File: config.mk
export PLATFORM = sky130hd
export DESIGN_NAME = tag_i2c_slave_host_port
export DESIGN_NICKNAME = d
export VERILOG_FILES = /design/src/core/tag_i2c_pkg.sv /design/src/core/tag_i2c_slave_host_port.sv /design/src/core/pin_sync.sv
export SDC_FILE = /design/constraint.sdc
export NUM_CORES = 1
export LEC_CHECK = 0
export BUFFER_PORTS_ARGS = -buffer_cell sky130_fd_sc_hd__buf_2
export CORE_MARGIN = 3
export CORE_UTILIZATION = 45
export DETAILED_ROUTE_END_ITERATION = 6
export PLACE_DENSITY_LB_ADDON = 0.1
export SYNTH_ARGS = -nofsm -noshare
export SYNTH_HDL_FRONTEND = slang
export SYNTH_SLANG_ARGS = --single-unit
File: constraint.sdc
create_clock -name core_clk -period 8.5 [get_ports core_clk]
set_input_delay 1.7 -clock core_clk [delete_from_list [all_inputs] [get_ports core_clk]]
set_output_delay 1.7 -clock core_clk [all_outputs]
set_load 0.02 [all_outputs]
File: src/core/tag_i2c_pkg.sv
// constants and carrier types of the tag two-wire host port
// Operation
// [RL1] act only as target, single master bus
// [RL2] accept standard, fast and fast-plus rates
// [RL3] port enabled only while select low
// [RL4] host holds select low through transaction
// [RL5] registers, eeprom, buffer and direct commands
// [RL6] interface supply: only register and eeprom; the port still allows buffer and command reads after a repeated start
// [RL7] address 1010 plus three programmable bits
// [RL8] low address bits from config byte
// [RL9] host sends address, register, data msb first
// [RL10] commit byte at its last bit; the port commits when the ack clock falls
// [RL11] write increments register address per byte
// [RL12] read returns bytes msb first
// [RL13] read increments register address per byte
// [RL14] unimplemented register reads as zero
// [RL15] interrupt output high when pending
// [RL16] bad write acknowledged, changes nothing
// [RL17] buffer mode 10b, read sets ones
// [RL18] command answer 01h accepted, 02h rejected
// [RL19] eeprom write: block plus four bytes
// [RL20] block address is upper seven bits
package tag_i2c_pkg;
  localparam logic [3:0] addr_fixed_bits  = 4'ha;
  localparam int         addr_low_lsb     = 0;
  localparam logic [7:0] cmd_ok_answer    = 8'h01;
  localparam logic [7:0] cmd_reject_answer = 8'h02;
  localparam logic [1:0] mode_reg         = 2'h0;
  localparam logic [1:0] mode_eeprom      = 2'h1;
  localparam logic [1:0] mode_buffer      = 2'h2;
  localparam logic [1:0] mode_command     = 2'h3;
  localparam logic [5:0] buf_read_code    = 6'h3f;
  localparam logic [5:0] ee_read_code     = 6'h3f;
  localparam logic [2:0] ee_bytes_last    = 3'h3;
  localparam int         reg_count        = 32;
  localparam logic [7:0] reg_reset_value  = 8'h00;
  localparam logic [2:0] sync_init        = 3'h7;

  typedef enum logic [2:0] {
    st_idle  = 3'b000,
    st_addr  = 3'b001,
    st_rx    = 3'b010,
    st_rxack = 3'b011,
    st_tx    = 3'b100,
    st_txack = 3'b101,
    st_skip  = 3'b110
  } bus_state_type;

  // one write toward the buffer
  typedef struct packed {
    logic       valid;
    logic [1:0] mode;
    logic [6:0] addr;
    logic [7:0] data;
  } write_type;

  // one eeprom block program request
  typedef struct packed {
    logic        valid;
    logic [6:0]  block;
    logic [31:0] data;
  } ee_req_type;
endpackage : tag_i2c_pkg

File: src/core/tag_i2c_slave_host_port.sv
// two-wire target port of the tag: protocol engine and register file
`timescale 1ns/1ps
`default_nettype none
module tag_i2c_slave_host_port
  import tag_i2c_pkg::*;
(
  // clock and reset
  input  wire logic        core_clk,
  input  wire logic        srst,
  // bus pins
  input  wire logic        select_n,
  input  wire logic        scl_in,
  input  wire logic        sda_in,
  output logic             sda_oe_n,
  // configuration and power
  input  wire logic [7:0]  nv_config_byte_zero,
  input  wire logic        interface_supply_pin,
  // events and interrupt line
  input  wire logic        irq_pending,
  output logic             irq,
  // buffer side
  output write_type        buf_wr,
  output logic             buf_rd,
  input  wire logic [7:0]  buf_rdata,
  // eeprom side
  output ee_req_type       ee_req,
  output logic [6:0]       ee_rd_block,
  input  wire logic [31:0] ee_rdata,
  // direct command side
  output logic             cmd_strobe,
  output logic [5:0]       command_code_bits,
  input  wire logic        cmd_reject
);
  logic          sel_n;
  logic          scl;
  logic          sda;
  logic          scl_d;
  logic          sda_d;
  bus_state_type state;
  logic [7:0]    shreg;
  logic [2:0]    bit_cnt;
  logic [2:0]    byte_idx;
  logic          is_read;
  logic [1:0]    mode;
  logic [6:0]    ptr;
  logic [1:0]    ee_byte;
  logic [31:0]   ee_data;
  logic [7:0]    tx_byte;
  logic [7:0]    regs [reg_count];

  pin_sync u_sel (.core_clk(core_clk), .srst(srst), .pin(select_n), .level(sel_n));
  pin_sync u_scl (.core_clk(core_clk), .srst(srst), .pin(scl_in), .level(scl));
  pin_sync u_sda (.core_clk(core_clk), .srst(srst), .pin(sda_in), .level(sda));

  // bus edges on the filtered levels; filtering keeps fast-plus timing [RL2]
  wire scl_rise   = scl & ~scl_d;
  wire scl_fall   = ~scl & scl_d;
  wire start_cond = scl & scl_d & sda_d & ~sda;
  wire stop_cond  = scl & scl_d & ~sda_d & sda;
  wire enabled    = ~sel_n;                                  // [RL3]
  wire [6:0] own_addr = {addr_fixed_bits, nv_config_byte_zero[addr_low_lsb +: 3]}; // [RL7] [RL8]
  wire byte_done  = scl_rise && bit_cnt == 3'h7;
  wire [7:0] rx_byte = {shreg[6:0], sda};
  wire addr_hit   = shreg[7:1] == own_addr;                  // [RL1]
  wire restricted = interface_supply_pin;
  wire mode_ok    = ~restricted || shreg[7:6] == mode_reg
                    || shreg[7:6] == mode_eeprom;            // [RL6]
  wire reg_ok     = ptr < 7'(reg_count);
  wire [7:0] reg_rd = reg_ok ? regs[ptr[4:0]] : 8'h00;      // [RL14]
  wire [7:0] ee_rd_byte = ee_rdata[8'(3 - ee_byte) * 8 +: 8];

  function automatic logic [7:0] read_byte(input logic [1:0] m, input logic rej,
                                           input logic [7:0] r, input logic [7:0] b,
                                           input logic [7:0] e);
    case (m)
      mode_reg:     read_byte = r;
      mode_eeprom:  read_byte = e;
      mode_buffer:  read_byte = b;
      default:      read_byte = rej ? cmd_reject_answer : cmd_ok_answer; // [RL18]
    endcase
  endfunction : read_byte

  wire [7:0] next_tx = read_byte(mode, cmd_reject, reg_rd, buf_rdata, ee_rd_byte);

  always_ff @(posedge core_clk)
  begin
    if (srst)
    begin
      scl_d <= 1'b1;
      sda_d <= 1'b1;
    end
    else
    begin
      scl_d <= scl;
      sda_d <= sda;
    end
  end

  // protocol engine; bits sampled on scl rise, sda driven after scl fall
  always_ff @(posedge core_clk)
  begin
    if (srst)
    begin
      state      <= st_idle;
      shreg      <= 8'h00;
      bit_cnt    <= 3'h0;
      byte_idx   <= 3'h0;
      is_read    <= 1'b0;
      mode       <= mode_reg;
      ptr        <= 7'h00;
      ee_byte    <= 2'h0;
      ee_data    <= 32'h0;
      tx_byte    <= 8'h00;
      sda_oe_n   <= 1'b1;
      buf_wr     <= '0;
      buf_rd     <= 1'b0;
      ee_req     <= '0;
      cmd_strobe <= 1'b0;
      command_code_bits <= 6'h00;
      ee_rd_block <= 7'h00;
      for (int i = 0; i < reg_count; i++)
        regs[i] <= reg_reset_value;
    end
    else
    begin
      buf_wr.valid <= 1'b0;
      buf_rd       <= 1'b0;
      ee_req.valid <= 1'b0;
      cmd_strobe   <= 1'b0;
      if (!enabled || stop_cond)
      begin
        state    <= st_idle;                                 // [RL3]
        sda_oe_n <= 1'b1;
      end
      else if (start_cond)
      begin
        // mode and pointer survive a repeated start for the read phase
        state    <= st_addr;
        bit_cnt  <= 3'h0;
        byte_idx <= 3'h0;
        is_read  <= 1'b0;
        sda_oe_n <= 1'b1;
      end
      else
      begin
        case (state)
          st_addr, st_rx:
            if (scl_rise)
            begin
              shreg   <= rx_byte;
              bit_cnt <= bit_cnt + 3'h1;
              if (byte_done)
                state <= st_rxack;
            end
          st_rxack:
            if (scl_fall)
            begin
              // acknowledge the byte just received; bad writes still ack [RL16]
              if (byte_idx == 3'h0 && !addr_hit)
                state <= st_skip;
              else
              begin
                sda_oe_n <= 1'b0;
                state    <= st_txack;
              end
            end
          st_txack:
            if (scl_fall)
            begin
              // ack phase ended: commit the byte and pick the next direction
              sda_oe_n <= 1'b1;
              bit_cnt  <= 3'h0;
              state    <= st_rx;
              if (is_read)
              begin
                tx_byte  <= next_tx;
                sda_oe_n <= next_tx[7];                       // [RL13]
                state    <= st_tx;
              end
              else if (byte_idx == 3'h0)
              begin
                is_read <= shreg[0];
                if (shreg[0])
                begin
                  tx_byte  <= next_tx;
                  sda_oe_n <= next_tx[7];                     // [RL12]
                  state    <= st_tx;
                end
                else
                  byte_idx <= 3'h1;
              end
              else if (byte_idx == 3'h1)
              begin
                mode     <= shreg[7:6];                       // [RL5] [RL17]
                ptr      <= {2'h0, shreg[4:0]};
                ee_byte  <= 2'h0;
                byte_idx <= 3'h2;
                if (!mode_ok)
                  state <= st_skip;                           // [RL6]
                else if (shreg[7:6] == mode_command)
                begin
                  cmd_strobe        <= 1'b1;
                  command_code_bits <= shreg[5:0];
                end
              end
              else
              begin
                byte_idx <= 3'h3;
                case (mode)
                  mode_reg:
                  begin
                    if (reg_ok)
                      regs[ptr[4:0]] <= shreg;                // [RL10] [RL16]
                    ptr <= ptr + 7'h1;                        // [RL11]
                  end
                  mode_buffer:
                    buf_wr <= '{valid: 1'b1, mode: mode, addr: ptr, data: shreg};
                  mode_eeprom:
                    if (byte_idx == 3'h2)
                    begin
                      ptr         <= shreg[7:1];              // [RL20]
                      ee_rd_block <= shreg[7:1];
                    end
                    else
                    begin
                      ee_data <= {ee_data[23:0], shreg};      // [RL19]
                      ee_byte <= ee_byte + 2'h1;
                      if (ee_byte == 2'(ee_bytes_last))
                      begin
                        ee_req   <= '{valid: 1'b1, block: ptr,
                                      data: {ee_data[23:0], shreg}};
                        state    <= st_skip;
                      end
                    end
                  default:
                    state <= st_skip;
                endcase
              end
            end
          st_tx:
            if (scl_fall)
            begin
              bit_cnt <= bit_cnt + 3'h1;
              if (bit_cnt == 3'h7)
              begin
                sda_oe_n <= 1'b1;
                state    <= st_rxack;
                shreg    <= 8'h00;
              end
              else
              begin
                tx_byte  <= {tx_byte[6:0], 1'b0};
                sda_oe_n <= tx_byte[6];
              end
            end
          default:
            sda_oe_n <= 1'b1;
        endcase
        // master ack after a read byte: advance now, reload at the next clock fall
        if (state == st_rxack && is_read && scl_rise)
        begin
          if (sda)
            state <= st_skip;
          else
          begin
            case (mode)
              mode_reg:    ptr <= ptr + 7'h1;                 // [RL13]
              mode_buffer: buf_rd <= 1'b1;
              mode_eeprom:
              begin
                ee_byte <= ee_byte + 2'h1;
                if (ee_byte == 2'(ee_bytes_last))
                  ee_rd_block <= ee_rd_block + 7'h1;
              end
              default: ;
            endcase
            state <= st_txack;
          end
        end
      end
    end
  end

  always_ff @(posedge core_clk)
  begin
    if (srst)
      irq <= 1'b0;
    else
      irq <= irq_pending;                                    // [RL15]
  end
endmodule : tag_i2c_slave_host_port
`default_nettype wire

File: src/core/pin_sync.sv
// three-stage synchroniser with filtered level
`timescale 1ns/1ps
`default_nettype none
module pin_sync
  import tag_i2c_pkg::*;
(
  // clock and reset
  input  wire logic core_clk,
  input  wire logic srst,
  // pin and filtered level
  input  wire logic pin,
  output logic      level
);
  logic [2:0] stage;

  // a change counts once the last two stages agree
  always_ff @(posedge core_clk)
  begin
    if (srst)
    begin
      stage <= sync_init;
      level <= 1'b1;
    end
    else
    begin
      stage <= {stage[1:0], pin};
      if (stage[1] == stage[2])
        level <= stage[2];
    end
  end
endmodule : pin_sync
`default_nettype wire

======== Word-level counts from Yosys, hierarchy flattened ========
Memory sizes are Yosys's and may differ from the RTL's. A register that Yosys moved wholly into a read port is not among the register bits.
Index checks and enable logic that the tools add are counted.
cells by class
  $lt $le $gt $ge ......................... 1
  equality and inequality tests ........... 43
  $add $sub $neg .......................... 5
  shifts and indexed selects .............. 1
  reduce and logical (&&, ||, !) cells .... 41
  bitwise logic cells ..................... 24
  mux-type cells .......................... 112
operator list
  operator             count
  $mux 7               26
  $mux 3               24
  $mux 40              1
  $mux 8               5
  $ne 3x3->1 const B   11
  $shiftx 32x12->8     1
  $mux 1               31
  $pmux 7 s2           2
  $mux 2               13
  $pmux 8 s3           1
  $reduce_and 7->1     3
  $ne 4x4->1 const B   5
  $mux 18              1
  $reduce_and 9->1     2
  $not 1->1            17
  $pmux 8 s2           1
  $reduce_and 8->1     2
  $reduce_or 8->1      2
  $mux 5               3
  $reduce_and 5->1     3
  $add 7x1->7 const B  2
  $ne 2x2->1 const B   7
  $pmux 3 s4           1
  $reduce_and 10->1    1
  other kinds (35)     62
storage, ports and cells
  memory bits (writable) .................. 256
  memories kept ........................... 1
  flip-flop bits (word level) ............. 149
  input port bits ......................... 56
memories
  name  depth  bits a word  read ports  clocked after memory_dff  write ports  line                           source
  regs  32     8            1           1                         32           tag_i2c_slave_host_port.sv:49  logic [7:0] regs [reg_count];

======== Depth between registers and ports, before layout ========
Gate-level depths: netlist (run 1).
  depth after elaboration ................. 14
  mapped depth ............................ 11
  gate-level depth less buffers ........... 7

======== Modules after synthesis ========
Synthesis (run 1) repeated with hierarchy kept, for this count alone.
unflattened totals
  cells, all modules ...................... 1,604
  area, all modules ....................... 18,965.7 um2
modules (own cells, without submodules)
  module                   cells an instance  instances  area an instance (um2)
  tag_i2c_slave_host_port  1,574              1          18,620.4
  pin_sync                 10                 3          115.1

======== Worst setup path before layout (run 1) ========
No wires, ideal clock.
  kind .................................... in2reg
  start ................................... in srst
  end ..................................... mem regs[19][0], enable pin
  buffers on the path ..................... 2
  required time ........................... 8,116 ps
  arrival ................................. 3,248 ps
  stages on the path ...................... 5
  setup slack ............................. 4,868 ps
  path through ............................ a211oi_4 > nand4_2 > buf_2 > buf_4 > o21ai_0
RTL lines
  item         line                           source
  from (decl)  tag_i2c_slave_host_port.sv:9   input wire logic srst,
  to (decl)    tag_i2c_slave_host_port.sv:49

==> results of run 1 <==
-- worst paths after layout --
kind                               end                      start  cells past startpoint
max reg2reg  regs[20][1]$_SDFFCE_PN0P_       mode[0]$_SDFFE_PP0P_                      5
min reg2reg  u_sda.stage[1]$_SDFF_PP1_  u_sda.stage[0]$_SDFF_PP1_                      1
max          regs[20][1]$_SDFFCE_PN0P_                       srst                      5
min          u_sda.stage[1]$_SDFF_PP1_  u_sda.stage[0]$_SDFF_PP1_                      1
-- metal layers --
layer	routed length (um)	track usage, %	up-vias
met5	0	0	-
met4	1380	6.86	0
met3	3240	3.76	85
met2	23200	34.8	415
met1	22400	32.0	6535
li1	-	-	6067
-- worst max-delay path: stages --
cell and delay (ps):
buf_4 260, a211oi_4 590, nand4_2 150, buf_4 320, o21ai_0 1060
-- power by group through the flow --
| stage | Clock (mW) | Sequential (mW) | Combinational [mW] |
|---|---|---|---|
| 2_1_floorplan | 0 | 2.22 | 0.0633 |
| 3_3_place_gp | 0 | 2.23 | 0.104 |
| 3_5_place_dp | 0 | 2.23 | 0.106 |
| 4_1_cts | 1.86 | 2.19 | 0.106 |
| 5_1_grt | 1.92 | 2.19 | 0.112 |
| 6_report | 1.81 | 2.19 | 0.105 |
-- synthesized netlist by cell type (4+ instances only) --
master,number
edfxtp_1,256
and2_1,197
nand2_1,159
dfxtp_1,153
a21oi_1,105
clkbuf_1,89
nor2_1,81
mux4_2,68
nor3_1,59
o21ai_0,55
mux2i_1,44
buf_2,34
nand3_1,31
nor2b_1,23
inv_1,20
nor2_2,19
a31oi_1,15
nor3_2,15
a22oi_1,14
ha_1,12
or2_2,12
or3_1,10
buf_4,9
and3_1,8
a211oi_1,7
mux4_1,6
nand3b_1,6
o211ai_1,6
o21bai_1,6
o22ai_1,6
o32ai_1,6
xnor2_1,6
and3b_1,5
buf_6,5
a221o_1,4
buf_1,4
nand2b_1,4
nand4_1,4
nand4_2,4
nand4b_1,4
nor4_1,4
-- kinds of logic after synthesis --
logic type | after synthesis | share of synthesized area [%]
AO/OA/AOI/OAI | 263 | 8.55
buffers and inverters | 166 | 3.96
XOR/XNOR | 8 | 0.366
AND/OR/NAND/NOR | 660 | 18.8
adder cells (fa/ha/maj) | 12 | 0.785
flip-flops | 409 | 56.2
multiplexers | 121 | 11.3
-- cell type report --
| type | count | area [um2] |
|---|---|---|
| Clock buffer | 61 | 1180 |
| Clock inverter | 13 | 148 |
| Fill cell | 3637 | 20000 |
| Inverter | 22 | 82.6 |
| Multi-Input combinational cell | 1064 | 7620 |
| Sequential cell | 409 | 10800 |
| Tap cell | 532 | 666 |
| Timing Repair Buffer | 163 | 913 |
-- per-stage QoR --
| step | utilization, % | power [mW] |
|---|---|---|
| after floorplan | - | 2.28 |
| after global placement | 48.4 | 2.33 |
| after detailed placement | 48.4 | 2.34 |
| after CTS | 51.6 | 4.15 |
| after global routing | 51.6 | 4.23 |
| final | 51.6 | 4.10 |
==> impl_metrics.csv, run 1 <==
group,metric,value,unit
finish,area_delta_synth_final,11.7,%
finish,largest_reg_flops,256,
die,core_area,41400,um2
critical_path,cp-end-kind,"flip-flop",
power,p_seq_share,53.4,%
timing,worst_slack,4560,ps
placed_design,port_buffers,125,
die,fp.dieH,212,um
finish,largestRegisters,"regs (256), ee_req (40), ee_data (24)",
timing,hold_ws,407,ps
detailed_routing,firstDrtPassIters,5,
cts,clk_transition_reported_paths,60,ps
timing,period_needed,3940,ps
finish,largest-register,"regs",
synth,yosysWarnings,0,
finish,final_common_cell,"edfxtp_1",
grt,grt_use_total,22.2,%
critical_path,crit_type,"primary input to flip-flop",
synth,netlist.area_leader.share,40.2,%
flow_run,drv_cap,0,
detailed_routing,drtIter0Drc,1151,
timing,hold_violations,0,
timing,fin_skew,16.4,ps
finish,nets,1771,
synth,ys_seq_area_share,56.2,%
power,power.density,192,nW/um2
grt,grt_max_degree,99,
die,die_w,212,um
timing,clock.fmax,0.254,GHz
synth,synth_seq_cells,409,
cts,cts_tree,"built",
synth,synth-async-reset-ratio,0,%
power,internal-power,3.25,mW
power,comb_power_share,2.6,%
critical_path,path_max_fanout,42,
die,io_pins,131,
cts,clock-root-buffer,"clkbuf_16",
cts,clock_path_buffers,3,
cts,cts_hold_buf,0,
grt,grt_pass1_wl,76400,um
power,switchingPower,858,uW
timing,tns,0,ps
die,die-area,45000,um2
status,status,"finished clean",
finish,final_cell_mix,"edfxtp_1, and2_1, nand2_1",
placed_design,place_area,20000,um2
finish,layout.cells.non_filler,2264,
detailed_routing,drcViolationCount,0,
grt,globalRouteOverflowTotal,0,
timing,setup_viol,0,
power,ir_drop,0.000182,V
timing,post-route-period-util,46.4,%
critical_path,crit_arrival,4120,ps
synth,yosysUniqueCellTypes,83,
detailed_routing,wl,50200,um
synth,synth-main-ff-cell,"edfxtp_1",
cts,cts_num_sinks,409,
synth,syn_nets,1707,
timing,rsz0062_at_grt,"no",
detailed_routing,wl_per_cell,22.2,um
finish,drive_gt1_share,20.6,%
power,leakagePower,7.40,nW
detailed_routing,dr_total_vias,13102,
critical_path,required,8670,ps
cts,cts_setup_buffers,0,
placed_design,dp.final_hpwl,31700,um
die,start_util,46.2,%
synth,syn-cell-area,19100,um2
synth,synth_cells,1639,
critical_path,cp-start-kind,"primary input",
synth,avgSynthCellArea,11.7,um2
hold_path,hp-class,"flip-flop to flip-flop",
grt,grt_pass1_vias,12794,
detailed_routing,antenna_left,0,
placed_design,post-place-ws,3990,ps
synth,synth_top_cell_by_area,"edfxtp_1",
timing,slew_headroom,13.0,%
placed_design,place_inst,2190,
finish,final_cell_area,21400,um2
cts,cts_resized,0,
synth,synth_area_leaders,"edfxtp_1, dfxtp_1, mux4_2",
die,row_count,74,
placed_design,place_congestion,0.853,
synth,synth_edf_count,256,
grt,antenna_found_initial,1,
critical_path,r2r_setup_slack,4850,ps
timing,worst_pin_slew,1290,ps
cts,insertion_delay,580,ps
cts,htreeDepth,2,
cts,cts_buffers,43,
power,switching_share,20.9,%
timing,slew_viol_final,0,
detailed_routing,vias_per_cell,5.79,
power,p_clk_share,44.1,%
finish,n_antenna_cell,0,
(Power assumes the default switching activity.)
==> run 2: changes to the inputs <==
- clock period: 8.5 -> 3.6 ns (I/O delays scaled with it)
==> impl_metrics.csv, run 2 (synthesis results as in run 1) <==
group,metric,value,unit
status,status,"finished clean",
critical_path,reg2reg_depth,7,
finish,area_delta_synth_final,14.2,%
die,core_area,41400,um2
cts,cts_num_sinks,409,
hold_path,holdPathStages,2,
placed_design,dp.final_hpwl,33000,um
cts,htreeDepth,2,
cts,insertion_delay,570,ps
die,row_count,74,
detailed_routing,vias_per_cell,5.67,
timing,rsz0062_at_grt,"no",
power,p_total,9.75,mW
detailed_routing,firstDrtPassIters,5,
cts,cts_buffers,44,
cts,cts_setup_buffers,0,
die,die_w,212,um
die,fp.dieH,212,um
power,power.density,446,nW/um2
critical_path,worst_path_largest_cell_delay,520,ps
die,io_pins,131,
critical_path,r2r-end,"regs[25][1]$_SDFFCE_PN0P_",
finish,drive_gt1_share,22.9,%
critical_path,required,3870,ps
die,die-area,45000,um2
grt,grt_pass1_vias,12828,
finish,nets,1825,
cts,clock-root-buffer,"clkbuf_16",
detailed_routing,dr_total_vias,13173,
finish,final_cell_mix,"edfxtp_1, and2_1, nand2_1",
timing,slew_headroom,25.8,%
placed_design,place_inst,2243,
detailed_routing,wl_per_cell,21.7,um
cts,cts_tree,"built",
grt,globalRouteOverflowTotal,0,
timing,fin_skew,19.3,ps
critical_path,cp-end-kind,"flip-flop",
die,start_util,46.2,%
timing,hold_violations,0,
critical_path,cp_cell_sequence,"inv_1, ha_1, or3_1, nor3_4, nand4_2, o21ai_0, buf_4",
grt,grt_max_degree,106,
power,leakagePower,7.68,nW
timing,clock.fmax,0.337,GHz
timing,worst_slack,636,ps
finish,largestRegisters,"regs (256), ee_req (40), ee_data (24)",
hold_path,worst_hold_startpoint,"select_n",
cts,cts_hold_buf,0,
timing,period_needed,2960,ps
critical_path,critPathSlowestCell,"o21ai_0",
placed_design,post-place-ws,682,ps
timing,hold_ws,346,ps
finish,n_antenna_cell,0,
cts,clk_transition_reported_paths,60,ps
finish,largest-register,"regs",
placed_design,place_congestion,0.837,
critical_path,cp-start-kind,"flip-flop",
finish,final_common_cell,"edfxtp_1",
detailed_routing,wl,50300,um
finish,largest_reg_flops,256,
timing,setup_viol,0,
timing,tns,0,ps
hold_path,hp-class,"primary input to flip-flop",
critical_path,r2r_setup_slack,640,ps
cts,clock_path_buffers,3,
cts,cts_resized,0,
detailed_routing,drtIter0Drc,1064,
grt,antenna_found_initial,1,
critical_path,crit_arrival,3230,ps
hold_path,whs_endpoint,"u_sel.stage[0]$_SDFF_PP1_",
grt,grt_use_total,22.3,%
critical_path,path_max_fanout,8,
placed_design,port_buffers,125,
power,ir_drop,0.000276,V
timing,slew_viol_final,0,
detailed_routing,drcViolationCount,0,
detailed_routing,antenna_left,0,
flow_run,drv_cap,0,
critical_path,worstReg2RegStart,"byte_idx[0]$_SDFFE_PP0P_",
critical_path,crit_type,"flip-flop to flip-flop",
timing,worst_pin_slew,1110,ps
finish,layout.cells.non_filler,2323,
grt,grt_pass1_wl,77000,um
timing,post-route-period-util,82.3,%
==> run 2: cell count changes in the layout (fill, tap and decap cells not counted), sizes merged <==
cell	previous run	this run
inv	21	20
clkbuf	61	63
clkinvlp	0	1
clkinv	12	17
bufinv	2	1
buf	163	216
==> run 2: worst max-delay path by stage <==
stage	start	endpoint	slack [ps]	depth (start not counted)
global route	byte_idx[0]$_SDFFE_PP0P_	regs[25][1]$_SDFFCE_PN0P_	500	7
global placement	byte_idx[0]$_SDFFE_PP0P_	regs[17][1]$_SDFFCE_PN0P_	720	8
finish	byte_idx[0]$_SDFFE_PP0P_	regs[25][1]$_SDFFCE_PN0P_	640	7
detailed placement	byte_idx[0]$_SDFFE_PP0P_	regs[17][5]$_SDFFCE_PN0P_	680	8
floorplan	byte_idx[0]$_SDFFE_PP0P_	regs[19][0]$_SDFFCE_PN0P_	680	9
CTS	byte_idx[0]$_SDFFE_PP0P_	regs[25][1]$_SDFFCE_PN0P_	690	7
==> run 2: final cells by class <==
cell class / count / area (um2)
Tap cell: 532 / 666
Timing Repair Buffer: 216 / 1350
Clock inverter: 17 / 113
Multi-Input combinational cell: 1064 / 7620
Fill cell: 3625 / 19500
Clock buffer: 63 / 1250
Inverter: 22 / 82.6
Sequential cell: 409 / 10800
==> run 2: worst max-delay path: cells and delay by family, from the launching register on <==
family | cells | cell delay [ps]
AND/OR/NAND/NOR | 3 | 1190
buffers and inverters | 2 | 310
AO/OA/AOI/OAI | 1 | 520
adder cells (fa/ha/maj) | 1 | 300
flip-flops | 1 | 350
==> run 2: metrics by stage <==
stage | util (%) | area (um2)
finish | 52.8 | 21800
global route | 52.8 | 21800
CTS | 52.8 | 21800
detailed placement | 49.5 | 20500
global placement | 49.5 | 20500
floorplan | - | 19100
==> run 2: power by group <==
group / internal (mW) / switching (mW)
sequential: 5.12 / 0.0521
combinational: 0.122 / 0.150
clock: 2.49 / 1.82
total: 7.73 / 2.02
==> run 2: metal layers <==
metal,wire length (um),vias to the layer above,global-route usage [%],share of wire [%]
li1,-,6187,-,-
met1,22700,6528,32.3,45
met2,23800,383,35.6,47
met3,2840,75,3.26,5.6
met4,1040,0,5.66,2.1
met5,0,-,0,0
